## src/core/pll_ctl_pkg.sv

```systemverilog
// Notes on behaviour
// - Multiplier field value zero gives a multiply factor of one.
// - Multiplier field values two through fifteen give that same factor.
// - Reset loads the multiplier field with six.
// - Multiplier field writes are ignored while the PLL enable bit is one.
// - VCO range field sets the range multiplier; writes blocked while enabled.
// - Range field zero disables the PLL and forces base-clock select low.
// - Reset loads the VCO range field with six.
// - Base-clock select cannot be set while all range bits are zero.
// - In automatic mode every lock change may raise an interrupt, gated by enable.
// - The lock-change flag sets on every lock change whatever the enable.
// - Manual mode suppresses requests and the flag reads as zero.
// - VCO may be selected while unlocked; software checks lock first.
// - Wait mode leaves all clock generator state untouched.
// - Oscillator enable low drops loop activity and holds the clock outputs and interrupt request low.
// - Stop entry clears base-clock select, which stays clear afterwards.
// - In break with clear enable zero, accesses leave the flag alone.
// - In break with clear enable one, a clearing read clears the flag.
// - Automatic mode sets the tracking bit once within tracking tolerance.
// - Automatic mode sets the lock indicator once within lock tolerance.
// - A read of the control register clears the lock-change flag, except in break with clear enable zero or when a lock change falls in the same cycle.
// - Enable cannot clear while select is one; select cannot set while off.
// - Base clock output runs at half the selected source frequency.
package pll_ctl_pkg;

	// ==========================================================
	// Register map: printed offsets are indices, byte address = 4 * index
	localparam logic [7:0] CTRL_IDX = 8'h1C;
	localparam logic [7:0] BWC_IDX = 8'h1D;
	localparam logic [7:0] PROG_IDX = 8'h1E;
	localparam logic [7:0] STAT_IDX = 8'h20;
	localparam int ADDR_W = 10;

	// ==========================================================
	// Field positions
	localparam int CTRL_IE_BIT = 7;
	localparam int CTRL_FLAG_BIT = 6;
	localparam int CTRL_EN_BIT = 5;
	localparam int CTRL_BCS_BIT = 4;
	localparam logic [3:0] CTRL_LOW_RD = 4'hF;
	localparam int BWC_AUTO_BIT = 7;
	localparam int BWC_LOCK_BIT = 6;
	localparam int BWC_ACQ_BIT = 5;
	localparam int BWC_XLD_BIT = 4;
	localparam int PROG_MUL_LSB = 4;
	localparam int PROG_VRS_LSB = 0;

	// ==========================================================
	// Reset values
	localparam logic [3:0] MUL_RST = 4'h6;
	localparam logic [3:0] VRS_RST = 4'h6;
	localparam logic EN_RST = 1'b1;

	// ==========================================================
	// Bus answers
	localparam logic [1:0] RESP_OKAY = 2'h0;
	localparam logic [1:0] RESP_SLVERR = 2'h2;

	// Control register contents
	typedef struct packed {
		logic irq_en;
		logic flag;
		logic pll_en;
		logic base_clock_select;
	} pll_ctrl_s;

	// Program register contents
	typedef struct packed {
		logic [3:0] mul;
		logic [3:0] vrs;
	} pll_prog_s;

endpackage

```

## src/core/pll_ctl.sv

```systemverilog
`timescale 1ns/10ps
module pll_ctl
	import pll_ctl_pkg::*;
(
	input wire logic aclk,
	input wire logic aresetn,
	input wire logic [ADDR_W-1:0] s_axi_awaddr,
	input wire logic s_axi_awvalid,
	output logic s_axi_awready,
	input wire logic [31:0] s_axi_wdata,
	input wire logic [3:0] s_axi_wstrb,
	input wire logic s_axi_wvalid,
	output logic s_axi_wready,
	output logic [1:0] s_axi_bresp,
	output logic s_axi_bvalid,
	input wire logic s_axi_bready,
	input wire logic [ADDR_W-1:0] s_axi_araddr,
	input wire logic s_axi_arvalid,
	output logic s_axi_arready,
	output logic [31:0] s_axi_rdata,
	output logic [1:0] s_axi_rresp,
	output logic s_axi_rvalid,
	input wire logic s_axi_rready,
	input wire logic oscillator_enable_in,
	input wire logic break_state_in,
	input wire logic break_clear_enable,
	input wire logic vco_clock,
	input wire logic within_tracking_tol,
	input wire logic within_lock_tol,
	output logic [3:0] feedback_multiplier,
	output logic [3:0] vco_range_out,
	output logic pll_active,
	output logic crystal_clock_gate,
	output logic base_clock_out,
	output logic pll_irq_request
);

	// ==========================================================
	// Helpers
	// Registers sit one to a word; the index is the byte address over four.
	// Only the low byte of each word carries fields, the rest reads zero.
	// Unmapped indices answer with an error code and change nothing.
	// A write with byte lane zero disabled is taken and answered, but ignored.
	// The factor helper keeps a zero field from reaching the divider as zero.
	// Multiply factor seen by the feedback divider
	function automatic logic [3:0] vco_factor(input logic [3:0] field);
		vco_factor = (field == 4'h0) ? 4'h1 : field;
	endfunction

	// Register index from a byte address
	function automatic logic [7:0] reg_index(input logic [ADDR_W-1:0] addr);
		reg_index = addr[ADDR_W-1:2];
	endfunction

	// Known register index
	function automatic logic mapped(input logic [7:0] idx);
		mapped = (idx == CTRL_IDX) || (idx == BWC_IDX) || (idx == PROG_IDX)
			|| (idx == STAT_IDX);
	endfunction

	// ==========================================================
	// Pin synchronisers: vco, tracking, lock
	// These three arrive from the analog loop, outside the bus clock.
	// Stage one may go metastable, so only stage two reads it.
	// The filtered copy moves only when stages two and three agree,
	// which rejects single-cycle glitches on the tolerance comparators.
	// Cost: about five clocks of delay from pin to status bit.
	logic [2:0] pin_s1_r;
	logic [2:0] pin_s2_r;
	logic [2:0] pin_s3_r;
	logic [2:0] pin_f_r;

	// Three stages, filtered value moves when stages two and three agree
	always_ff @(posedge aclk) begin
		if (!aresetn) begin
			pin_s1_r <= 3'h0;
			pin_s2_r <= 3'h0;
			pin_s3_r <= 3'h0;
			pin_f_r <= 3'h0;
		end else begin
			pin_s1_r <= {vco_clock, within_tracking_tol, within_lock_tol};
			pin_s2_r <= pin_s1_r;
			pin_s3_r <= pin_s2_r;
			for (int i = 0; i < 3; i++) begin
				if (pin_s2_r[i] == pin_s3_r[i]) begin
					pin_f_r[i] <= pin_s3_r[i];
				end
			end
		end
	end

	// ==========================================================
	// State
	pll_ctrl_s ctrl_r;
	pll_prog_s prog_r;
	logic auto_r;
	logic acq_man_r;
	logic track_r;
	logic lock_r;
	logic lock_d_r;
	logic xld_r;
	logic osc_d_r;
	logic vco_d_r;
	logic half_r;

	// Bus handshake state
	logic aw_held_r;
	logic w_held_r;
	logic [ADDR_W-1:0] awaddr_r;
	logic [31:0] wdata_r;
	logic wstrb0_r;
	logic do_write;
	logic do_read;
	logic [7:0] wr_idx;
	logic [7:0] rd_idx;
	logic wr_ctrl;
	logic wr_bwc;
	logic wr_prog;
	logic rd_clear;
	logic lock_change;
	logic stop_entry;
	logic [31:0] rd_value;

	// Ready lines are combinational from held state only, never from valid,
	// so no loop forms with a master that waits for ready.
	// Address and data may come in either order; each is held until both are in.
	// No new write is taken while a response still waits for the master.
	assign s_axi_awready = !aw_held_r && !s_axi_bvalid;
	assign s_axi_wready = !w_held_r && !s_axi_bvalid;
	assign s_axi_arready = !s_axi_rvalid;
	assign do_write = aw_held_r && w_held_r && !s_axi_bvalid;
	assign do_read = s_axi_arvalid && s_axi_arready;
	assign wr_idx = reg_index(awaddr_r);
	assign rd_idx = reg_index(s_axi_araddr);
	assign wr_ctrl = do_write && wstrb0_r && (wr_idx == CTRL_IDX);
	assign wr_bwc = do_write && wstrb0_r && (wr_idx == BWC_IDX);
	assign wr_prog = do_write && wstrb0_r && (wr_idx == PROG_IDX);

	// Read of control register clears the flag unless break protects it
	assign rd_clear = do_read && (rd_idx == CTRL_IDX)
		&& (!break_state_in || break_clear_enable);
	assign lock_change = auto_r && (lock_r != lock_d_r);
	assign stop_entry = osc_d_r && !oscillator_enable_in;

	// Address and data capture, either order
	always_ff @(posedge aclk) begin
		if (!aresetn) begin
			aw_held_r <= 1'b0;
			w_held_r <= 1'b0;
			awaddr_r <= '0;
			wdata_r <= 32'h0;
			wstrb0_r <= 1'b0;
		end else begin
			if (s_axi_awvalid && s_axi_awready) begin
				aw_held_r <= 1'b1;
				awaddr_r <= s_axi_awaddr;
			end else if (do_write) begin
				aw_held_r <= 1'b0;
			end
			if (s_axi_wvalid && s_axi_wready) begin
				w_held_r <= 1'b1;
				wdata_r <= s_axi_wdata;
				wstrb0_r <= s_axi_wstrb[0];
			end else if (do_write) begin
				w_held_r <= 1'b0;
			end
		end
	end

	// Write response
	always_ff @(posedge aclk) begin
		if (!aresetn) begin
			s_axi_bvalid <= 1'b0;
			s_axi_bresp <= RESP_OKAY;
		end else if (do_write) begin
			s_axi_bvalid <= 1'b1;
			s_axi_bresp <= mapped(wr_idx) ? RESP_OKAY : RESP_SLVERR;
		end else if (s_axi_bready) begin
			s_axi_bvalid <= 1'b0;
		end
	end

	// Read data mux
	// The flag and lock bits read zero in manual mode, as software expects.
	// Loss detect is only meaningful with the VCO selected, zero otherwise.
	// The value is captured into the read data register at the address edge.
	always_comb begin
		rd_value = 32'h0;
		unique case (rd_idx)
			CTRL_IDX: begin
				rd_value[CTRL_IE_BIT] = ctrl_r.irq_en;
				rd_value[CTRL_FLAG_BIT] = ctrl_r.flag && auto_r;
				rd_value[CTRL_EN_BIT] = ctrl_r.pll_en;
				rd_value[CTRL_BCS_BIT] = ctrl_r.base_clock_select;
				rd_value[3:0] = CTRL_LOW_RD;
			end
			BWC_IDX: begin
				rd_value[BWC_AUTO_BIT] = auto_r;
				rd_value[BWC_LOCK_BIT] = lock_r && auto_r;
				rd_value[BWC_ACQ_BIT] = auto_r ? track_r : acq_man_r;
				rd_value[BWC_XLD_BIT] = xld_r && ctrl_r.base_clock_select;
			end
			PROG_IDX: begin
				rd_value[7:0] = prog_r;
			end
			STAT_IDX: begin
				rd_value[3:0] = feedback_multiplier;
				rd_value[4] = pll_active;
				rd_value[5] = osc_d_r;
			end
			default: begin
				rd_value = 32'h0;
			end
		endcase
	end

	// Read answer, one cycle after the address is taken
	always_ff @(posedge aclk) begin
		if (!aresetn) begin
			s_axi_rvalid <= 1'b0;
			s_axi_rdata <= 32'h0;
			s_axi_rresp <= RESP_OKAY;
		end else if (do_read) begin
			s_axi_rvalid <= 1'b1;
			s_axi_rdata <= rd_value;
			s_axi_rresp <= mapped(rd_idx) ? RESP_OKAY : RESP_SLVERR;
		end else if (s_axi_rready) begin
			s_axi_rvalid <= 1'b0;
		end
	end

	// ==========================================================
	// Control register: enable, select, interrupt enable
	// Enable and select each check the other's old value, so one write clearing enable and setting select leaves the VCO chosen while off.
	// Turning on and selecting the VCO therefore takes two separate writes.
	// A zero range or a stop request overrides any write to the select bit.
	// The interrupt enable cannot be set in manual mode and is cleared there.
	// Later assignments in this process win, so the overrides sit last.
	// Wait mode has no input here, so nothing changes on it
	always_ff @(posedge aclk) begin
		if (!aresetn) begin
			ctrl_r.pll_en <= EN_RST;
			ctrl_r.base_clock_select <= 1'b0;
			ctrl_r.irq_en <= 1'b0;
		end else begin
			if (wr_ctrl) begin
				// Enable cannot drop while select is set
				ctrl_r.pll_en <= wdata_r[CTRL_EN_BIT] || ctrl_r.base_clock_select;
				// Select needs enable already on and a nonzero range; lock not checked
				ctrl_r.base_clock_select <= wdata_r[CTRL_BCS_BIT] && ctrl_r.pll_en
					&& (prog_r.vrs != 4'h0);
				ctrl_r.irq_en <= wdata_r[CTRL_IE_BIT] && auto_r;
			end
			if (!auto_r) begin
				ctrl_r.irq_en <= 1'b0;
			end
			if (prog_r.vrs == 4'h0) begin
				ctrl_r.base_clock_select <= 1'b0;
			end
			if (stop_entry || !oscillator_enable_in) begin
				ctrl_r.base_clock_select <= 1'b0;
			end
		end
	end

	// Lock-change flag: set wins over a clearing read
	// A lock change in the same cycle as a clearing read must not be lost,
	// or software would miss the transition that raised the request.
	// In break with clear enable low the read leaves the flag alone.
	always_ff @(posedge aclk) begin
		if (!aresetn) begin
			ctrl_r.flag <= 1'b0;
		end else if (lock_change) begin
			ctrl_r.flag <= 1'b1;
		end else if (rd_clear) begin
			ctrl_r.flag <= 1'b0;
		end
	end

	// Program register, frozen while the PLL is on
	// Changing divider or range under a running loop would upset lock,
	// so software must turn the loop off before reprogramming.
	always_ff @(posedge aclk) begin
		if (!aresetn) begin
			prog_r.mul <= MUL_RST;
			prog_r.vrs <= VRS_RST;
		end else if (wr_prog && !ctrl_r.pll_en) begin
			prog_r.mul <= wdata_r[PROG_MUL_LSB+:4];
			prog_r.vrs <= wdata_r[PROG_VRS_LSB+:4];
		end
	end

	// Bandwidth register: mode, manual tracking value, loss detect
	// The manual tracking value is kept while in automatic mode
	// and shows again once manual mode resumes.
	always_ff @(posedge aclk) begin
		if (!aresetn) begin
			auto_r <= 1'b0;
			acq_man_r <= 1'b0;
			xld_r <= 1'b0;
		end else if (wr_bwc) begin
			auto_r <= wdata_r[BWC_AUTO_BIT];
			if (!auto_r) begin
				acq_man_r <= wdata_r[BWC_ACQ_BIT];
			end
			xld_r <= wdata_r[BWC_XLD_BIT] && !osc_d_r;
		end
	end

	// Automatic loop status from the tolerance comparators
	// Status is forced low in manual mode or with the loop off, so
	// turning automatic mode on afterwards with the loop within lock tolerance is itself seen as a lock change.
	always_ff @(posedge aclk) begin
		if (!aresetn) begin
			track_r <= 1'b0;
			lock_r <= 1'b0;
			lock_d_r <= 1'b0;
		end else begin
			track_r <= auto_r && pll_active && pin_f_r[1];
			lock_r <= auto_r && pll_active && pin_f_r[0];
			lock_d_r <= lock_r;
		end
	end

	// ==========================================================
	// Outputs
	// Feedback and range settings, loop activity, stop tracking
	always_ff @(posedge aclk) begin
		if (!aresetn) begin
			feedback_multiplier <= 4'h1;
			vco_range_out <= 4'h0;
			pll_active <= 1'b0;
			osc_d_r <= 1'b0;
			crystal_clock_gate <= 1'b0;
		end else begin
			feedback_multiplier <= vco_factor(prog_r.mul);
			vco_range_out <= prog_r.vrs;
			pll_active <= ctrl_r.pll_en && (prog_r.vrs != 4'h0)
				&& oscillator_enable_in;
			osc_d_r <= oscillator_enable_in;
			crystal_clock_gate <= oscillator_enable_in;
		end
	end

	// Base clock: toggle per source cycle, held low in stop
	// With the crystal selected the bus clock itself is the source.
	// With the VCO selected only synced rising edges of the VCO count.
	always_ff @(posedge aclk) begin
		if (!aresetn) begin
			vco_d_r <= 1'b0;
			half_r <= 1'b0;
		end else begin
			vco_d_r <= pin_f_r[2];
			if (!oscillator_enable_in) begin
				half_r <= 1'b0;
			end else if (!ctrl_r.base_clock_select || (pin_f_r[2] && !vco_d_r)) begin
				half_r <= !half_r;
			end
		end
	end
	assign base_clock_out = half_r;

	// Interrupt request level
	// A level, not a pulse: it stays up until software clears the flag
	// or the enable, and drops one clock after the oscillator stops.
	always_ff @(posedge aclk) begin
		if (!aresetn) begin
			pll_irq_request <= 1'b0;
		end else begin
			pll_irq_request <= ctrl_r.flag && ctrl_r.irq_en && auto_r
				&& oscillator_enable_in;
		end
	end

endmodule // pll_ctl

```

## config.mk

```make
export PLATFORM = sky130hd
export DESIGN_NAME = pll_ctl
export DESIGN_NICKNAME = d
export VERILOG_FILES = /design/src/core/pll_ctl_pkg.sv /design/src/core/pll_ctl.sv
export SDC_FILE = /design/constraint.sdc
export NUM_CORES = 1
export LEC_CHECK = 0
export BUFFER_PORTS_ARGS = -buffer_cell sky130_fd_sc_hd__clkbuf_2
export CORE_MARGIN = 5
export CORE_UTILIZATION = 48
export DETAILED_ROUTE_END_ITERATION = 10
export PLACE_DENSITY_LB_ADDON = 0.25
export REMOVE_ABC_BUFFERS = 1
export SYNTH_ARGS = -nofsm -noshare
export SYNTH_HDL_FRONTEND = slang
export SYNTH_SLANG_ARGS = --single-unit
```

## constraint.sdc

```tcl
create_clock -name aclk -period 1.5 [get_ports aclk]
set_input_delay 0.15 -clock aclk [delete_from_list [all_inputs] [get_ports aclk]]
set_output_delay 0.15 -clock aclk [all_outputs]
set_load 0.01 [all_outputs]
```

# After elaboration in Yosys (flattened, before gate mapping)
# Index checks and enable logic that the tools add are counted.
[word_totals] register_bits=78 latch_bits=0 ramBits=0 rom_bits=0 inputBits=69 wordCells=130 memories=0
[classes] addsub=0 n_mul=0 n_div=0 order_cmp=0 eq_ne=12 shifts=0 n_mux=15 bitwise=2 reduce_logical=66
[op_table] op="$eq 8x5->1 const B" count=6
[op_table] op="$logic_and 1x1->1" count=32
[op_table] op="$eq 8x6->1 const B" count=2
[op_table] op="$pmux 4 s3" count=1
[op_table] op="$logic_not 1->1" count=11
[op_table] op="$logic_or 1x1->1" count=10
[op_table] op="$mux 1" count=10
[op_table] op="$reduce_bool 2->1" count=5
[op_table] op="$logic_not 4->1" count=2
[op_table] op="$pmux 2 s4" count=1
[op_table] op="$pmux 2 s3" count=1
[op_table] op="$reduce_and 2->1" count=3
[op_table] op="$mux 2" count=2
[op_table] op="$reduce_bool 4->1" count=1
[op_table] op="$eq 1x1->1" count=3
[op_table] op="$reduce_or 3->1" count=1
[op_table] op="$not 1->1" count=2
[op_table] op="$reduce_or 2->1" count=1
[op_table] op="$ne 1x1->1" count=1

# Longest topological paths before layout
[logic_depth] depth_word=6 ltp_mapped=5 depth_no_buf=4

# Worst setup path after synthesis
# OpenSTA, ideal clock, no wires.
[synth_timing] path_kind="register -> register" from="reg s_axi_bvalid" to="reg ctrl_r[0] in the netlist's numbering" arrival_time_ns=1.260 required_time_ns=1.428 path_slack_ns=0.168 path_stages_with_launch=5 n_path_buf=0 cell_sequence="dfxtp_1 -> and3b_1 -> nand4_1 -> nor3_2 -> mux2i_1"
[synth_via] elab_chain_cells=4
[synth_rtl] item="start: declaration" line_no="pll_ctl.sv:15" rtl="output logic s_axi_bvalid,"
[synth_rtl] item="start signal: assignment" line_no="pll_ctl.sv:173" rtl="s_axi_bvalid <= 1'b0;"
[synth_rtl] item="start signal: assignment" line_no="pll_ctl.sv:176" rtl="s_axi_bvalid <= 1'b1;"
[synth_rtl] item="start signal: assignment" line_no="pll_ctl.sv:179" rtl="s_axi_bvalid <= 1'b0;"
[synth_rtl] item="$logic_not 1->1" line_no="pll_ctl.sv:131" rtl="assign do_write = aw_held_r && w_held_r && !s_axi_bvalid;"
[synth_rtl] item="$logic_and 1x1->1" line_no="pll_ctl.sv:131"
[synth_rtl] item="$logic_and 1x1->1 (2 in a row)" line_no="pll_ctl.sv:135" rtl="assign wr_ctrl = do_write && wstrb0_r && (wr_idx == CTRL_IDX);"
[synth_rtl] item="end: declaration" line_no="pll_ctl.sv:94" rtl="pll_ctrl_s ctrl_r;"
# Every way passes these cells.
# A chain may end at the register's enable or synchronous reset.

# Worst setup path in the final report
[layout_timing] from="reg awaddr_r[7]" to="reg auto_r"
[layout_via] elab_chain_cells=2
[layout_rtl] item="start: declaration" line_no="pll_ctl.sv:109" rtl="logic [ADDR_W-1:0] awaddr_r;"
[layout_rtl] item="start signal: assignment" line_no="pll_ctl.sv:156" rtl="awaddr_r <= s_axi_awaddr;"
[layout_rtl] item="$eq 8x5->1" line_no="pll_ctl.sv:136" rtl="assign wr_bwc = do_write && wstrb0_r && (wr_idx == BWC_IDX);"
[layout_rtl] item="$logic_and 1x1->1" line_no="pll_ctl.sv:136"
[layout_rtl] item="end signal: assignment" line_no="pll_ctl.sv:302" rtl="auto_r <= wdata_r[BWC_AUTO_BIT];"
[layout_rtl] item="end: declaration" line_no="pll_ctl.sv:96" rtl="logic auto_r;"
# Every way passes these cells.

==> summary.md <==
| Metric | Value |
|---|---|
| Complex-gate fraction of the synthesized area | `14.19%` |
| Critical path class | `reg2reg` |
| Die height | `90.19 um` |
| CTS tree | `yes` |
| # clock sinks | `74` |
| Mapped Cells | `342` |
| Leakage Power | `1.608 nW` |
| Reg2reg end | `auto_r` |
| Initial Utilization | `48.89%` |
| Min-delay src | `vco_clock` |
| Max-Cap Viols | `0` |
| Ys flop type | `dfxtp_1` |
| Initial drt markers | `89` |
| Yosys reg bits | `74` |
| CP Max Fanout | `3` |
| Synth unique cells | `48` |
| Post-Synth Simple-Gate Area | `21.69%` |
| Sw Pwr | `948.3 uW` |
| Min-Delay Endpoint | `pin_s1_r[2]` |
| Final hold violations | `0` |
| Pwr/cell area | `1208 nW/um^2` |
| Worst Path Arrival | `1.75 ns` |
| Total GRT Usage | `14.79%` |
| Register area | `1484 um^2` |
| Largest net degree at the start of global routing | `29` |
| Worst slack at placement | `0.06383 ns` |
| Asr flop ratio synth | `0%` |
| Die area | `8134 um^2` |
| EDFF count, synth | `0` |
| Design Area, Final | `3764 um^2` |
| Pre-antenna DRT Iters | `4` |
| Vias in the first global route | `2,350` |
| Status | `finished, final reports clean` |
| Area share of fa/ha/maj cells after synthesis | `0%` |
| Hold path depth | `2` |
| Final Slew Violations | `0` |
| Clk buf depth | `2` |
| Core Util, Final | `59.61%` |
| Post-DR vias/cell | `4.851` |
| Total number of vias | `2,416` |
| # IOs | `122` |
| Clock power share | `46.4%` |
| CTS clock-pin slew for the worst setup and hold paths | `0.07 ns` |
| Post-Layout Cell Count | `498` |
| Tot Pwr | `4.547 mW` |
| Mux share of post-synthesis cell area | `5.553%` |
| Ant diodes | `0` |
| Worst Setup End Kind | `flip-flop` |
| Port bufs | `64` |
| ANT nets after route | `0` |
| Final worst slack | `0.01558 ns` |
| DRT Wirelength | `5839 um` |
| Largest family of logic cells by synthesized area | `simple AND/OR/NAND/NOR gates` |
| Clock skew | `0.006530 ns` |
| Routed wire per std cell | `11.72 um` |
| Core Box Area | `6314 um^2` |
| DR DRC count | `0` |
| H-tree levels | `3` |
| DP Area | `3458 um^2` |
| Reg2reg start | `awaddr_r[7]` |
| Chip width | `90.19 um` |
| Layout area overhead | `21.93%` |
| Sequential share of the synthesized area | `47.99%` |
| Setup-failing EPs final | `0` |
| First-pass GRT wire length | `10,090 um` |
| RSZ-0062 raised after global routing | `true` |
| Ys Warns | `0` |
| Min cycle time layout | `1.484 ns` |
| Final net count | `485` |
| FF-to-FF path depth | `4` |
| Fillers | `614` |
| Synthesized area | `3087 um^2` |
| Share of power burned in registers | `45.7%` |
| Syn_area_per_cell | `9.025 um^2` |
| Share of cells above drive strength 1 | `23.99%` |
| Total grt overflow | `0` |
| Tcrit/Tclk final | `98.96%` |
| CP required | `1.77 ns` |
| Worst skew pair latency | `0.34 ns` |
| Cell Int Power | `3.599 mW` |
| Maximum clock frequency | `673.7 MHz` |
| Detailed Place HPWL | `4438 um` |
| Synth Area in XOR/XNOR | `0.5675%` |
| Placed Instances | `481` |
| Worst vdd ir | `0.7330 mV` |
| Antenna violations before repair | `0` |
| CTS root buf | `clkbuf_8` |
| Multi-input logic area | `1401 um^2` |
| Reg2Reg Setup Slack | `0.02 ns` |
| Hold crit path type | `in2reg` |
| Total CTS buffers | `9` |
| Switch share | `20.85%` |
| Min Hold Slack | `0.01562 ns` |
| Gate power share | `7.9%` |
| Post-route setup TNS | `0 ns` |
| GPL Wtd Cong | `0.7866` |
| Row cnt | `29` |
| Startpoint types | `flip-flop` |
| Post-CTS Setup Bufs | `0` |
## cells in the mapped netlist, drive strengths merged (3+ instances only)
master	n	share of area, %
inv	13	1.6
and2	22	4.5
nand3	4	0.65
mux2i	16	5.2
and4	3	0.85
a21boi	24	5.8
nand3b	3	0.73
clkbuf	13	1.6
buf	28	6.7
nor2	9	1.1
dfxtp	74	48
nor2b	8	1.6
a21oi	11	1.8
nand2	62	7.5
o21ai	17	2.8
nor3b	3	0.89
## how the worst max path moves through the flow
stage / endpoint / slack (ns) / from / cells after the start
2_1_floorplan: prog_r[1] / 0.06 / awaddr_r[3] / 4
3_3_place_gp: ctrl_r[1] / 0.08 / w_held_r / 4
3_5_place_dp: ctrl_r[1] / 0.06 / w_held_r / 4
4_1_cts: auto_r / 0.04 / w_held_r / 4
5_1_grt: auto_r / -0.08 / awaddr_r[7] / 4
6_report: auto_r / 0.02 / awaddr_r[7] / 4
## timing repair
action                                  in CTS  in global routing
resized for setup                            0                  4
hold buffers                                 0                  1
endpoints found under the setup margin       0                  6
hold endpoints to repair                     0                  1
## registers in the layout, summed over array words and instances, names as in the netlist, 4 cells and up
register	cells
wdata_r	8
s_axi_rdata	8
feedback_multiplier	4
vco_range_out	4
ctrl_r	4
awaddr_r	8
prog_r	8
## critical path, stage by stage, from the launching register on
cell and delay (ns):
dfxtp_2 0.33, and4b_1 0.28, nand4_1 0.24, nor3b_2 0.35
mux2i_1 0.22
## final cells by class
class                   count  area share (%)
clock buffers              12           4.388
clock inverters             4           3.191
inverters                  13           1.297
multi-input cells         239           37.23
flip-flops and latches     74           39.43
well taps                  77           2.560
repair buffers             79           11.90
## metal layers
metal  up-vias  routed length (um)  GRT usage [%]
met4         0                 101          6.824
met3        12                 449          5.342
met2        74                2712          24.39
met5         -                   0              0
met1      1081                2575          17.03
li1       1249                   -              -
## cell families (layout without fill, tap and decap cells)
| logic type | count (synthesis) | after routing |
|---|---|---|
| other | 1 | 26 |
| AND/OR/NAND/NOR | 128 | 128 |
| XOR/XNOR | 2 | 2 |
| buffers and inverters | 54 | 108 |
| AO/OA/AOI/OAI | 66 | 66 |
| multiplexers | 17 | 17 |
| flip-flops | 74 | 74 |
## placed cells by master, fill, tap and decap left out, types with 2 or more instances in the layout
cell / instances
dfxtp_1: 72
clkbuf_2: 64
nand2_1: 62
conb_1: 26
and2_1: 22
a21boi_1: 18
mux2i_1: 16
inv_1: 13
buf_4: 13
clkbuf_8: 12
a21oi_1: 11
o21ai_0: 10
nor2_1: 9
nor2b_1: 8
o21ai_1: 7
a21boi_0: 6
nand3_1: 4
bufinv_16: 4
nand3b_1: 3
and4_1: 3
nand2b_1: 2
a32oi_1: 2
nor3b_1: 2
nand4_1: 2
a211oi_1: 2
dfxtp_2: 2
## power by group through the flow
| stage | registers [mW] | clock network (mW) | logic, mW |
|---|---|---|---|
| 5_1_grt | 2.09 | 2.25 | 0.411 |
| 4_1_cts | 2.08 | 2.15 | 0.360 |
| 3_5_place_dp | 2.12 | 0 | 0.358 |
| 2_1_floorplan | 2.13 | 0 | 0.178 |
| 3_3_place_gp | 2.12 | 0 | 0.353 |
| 6_report | 2.08 | 2.11 | 0.360 |
(Power assumes the default switching activity.)
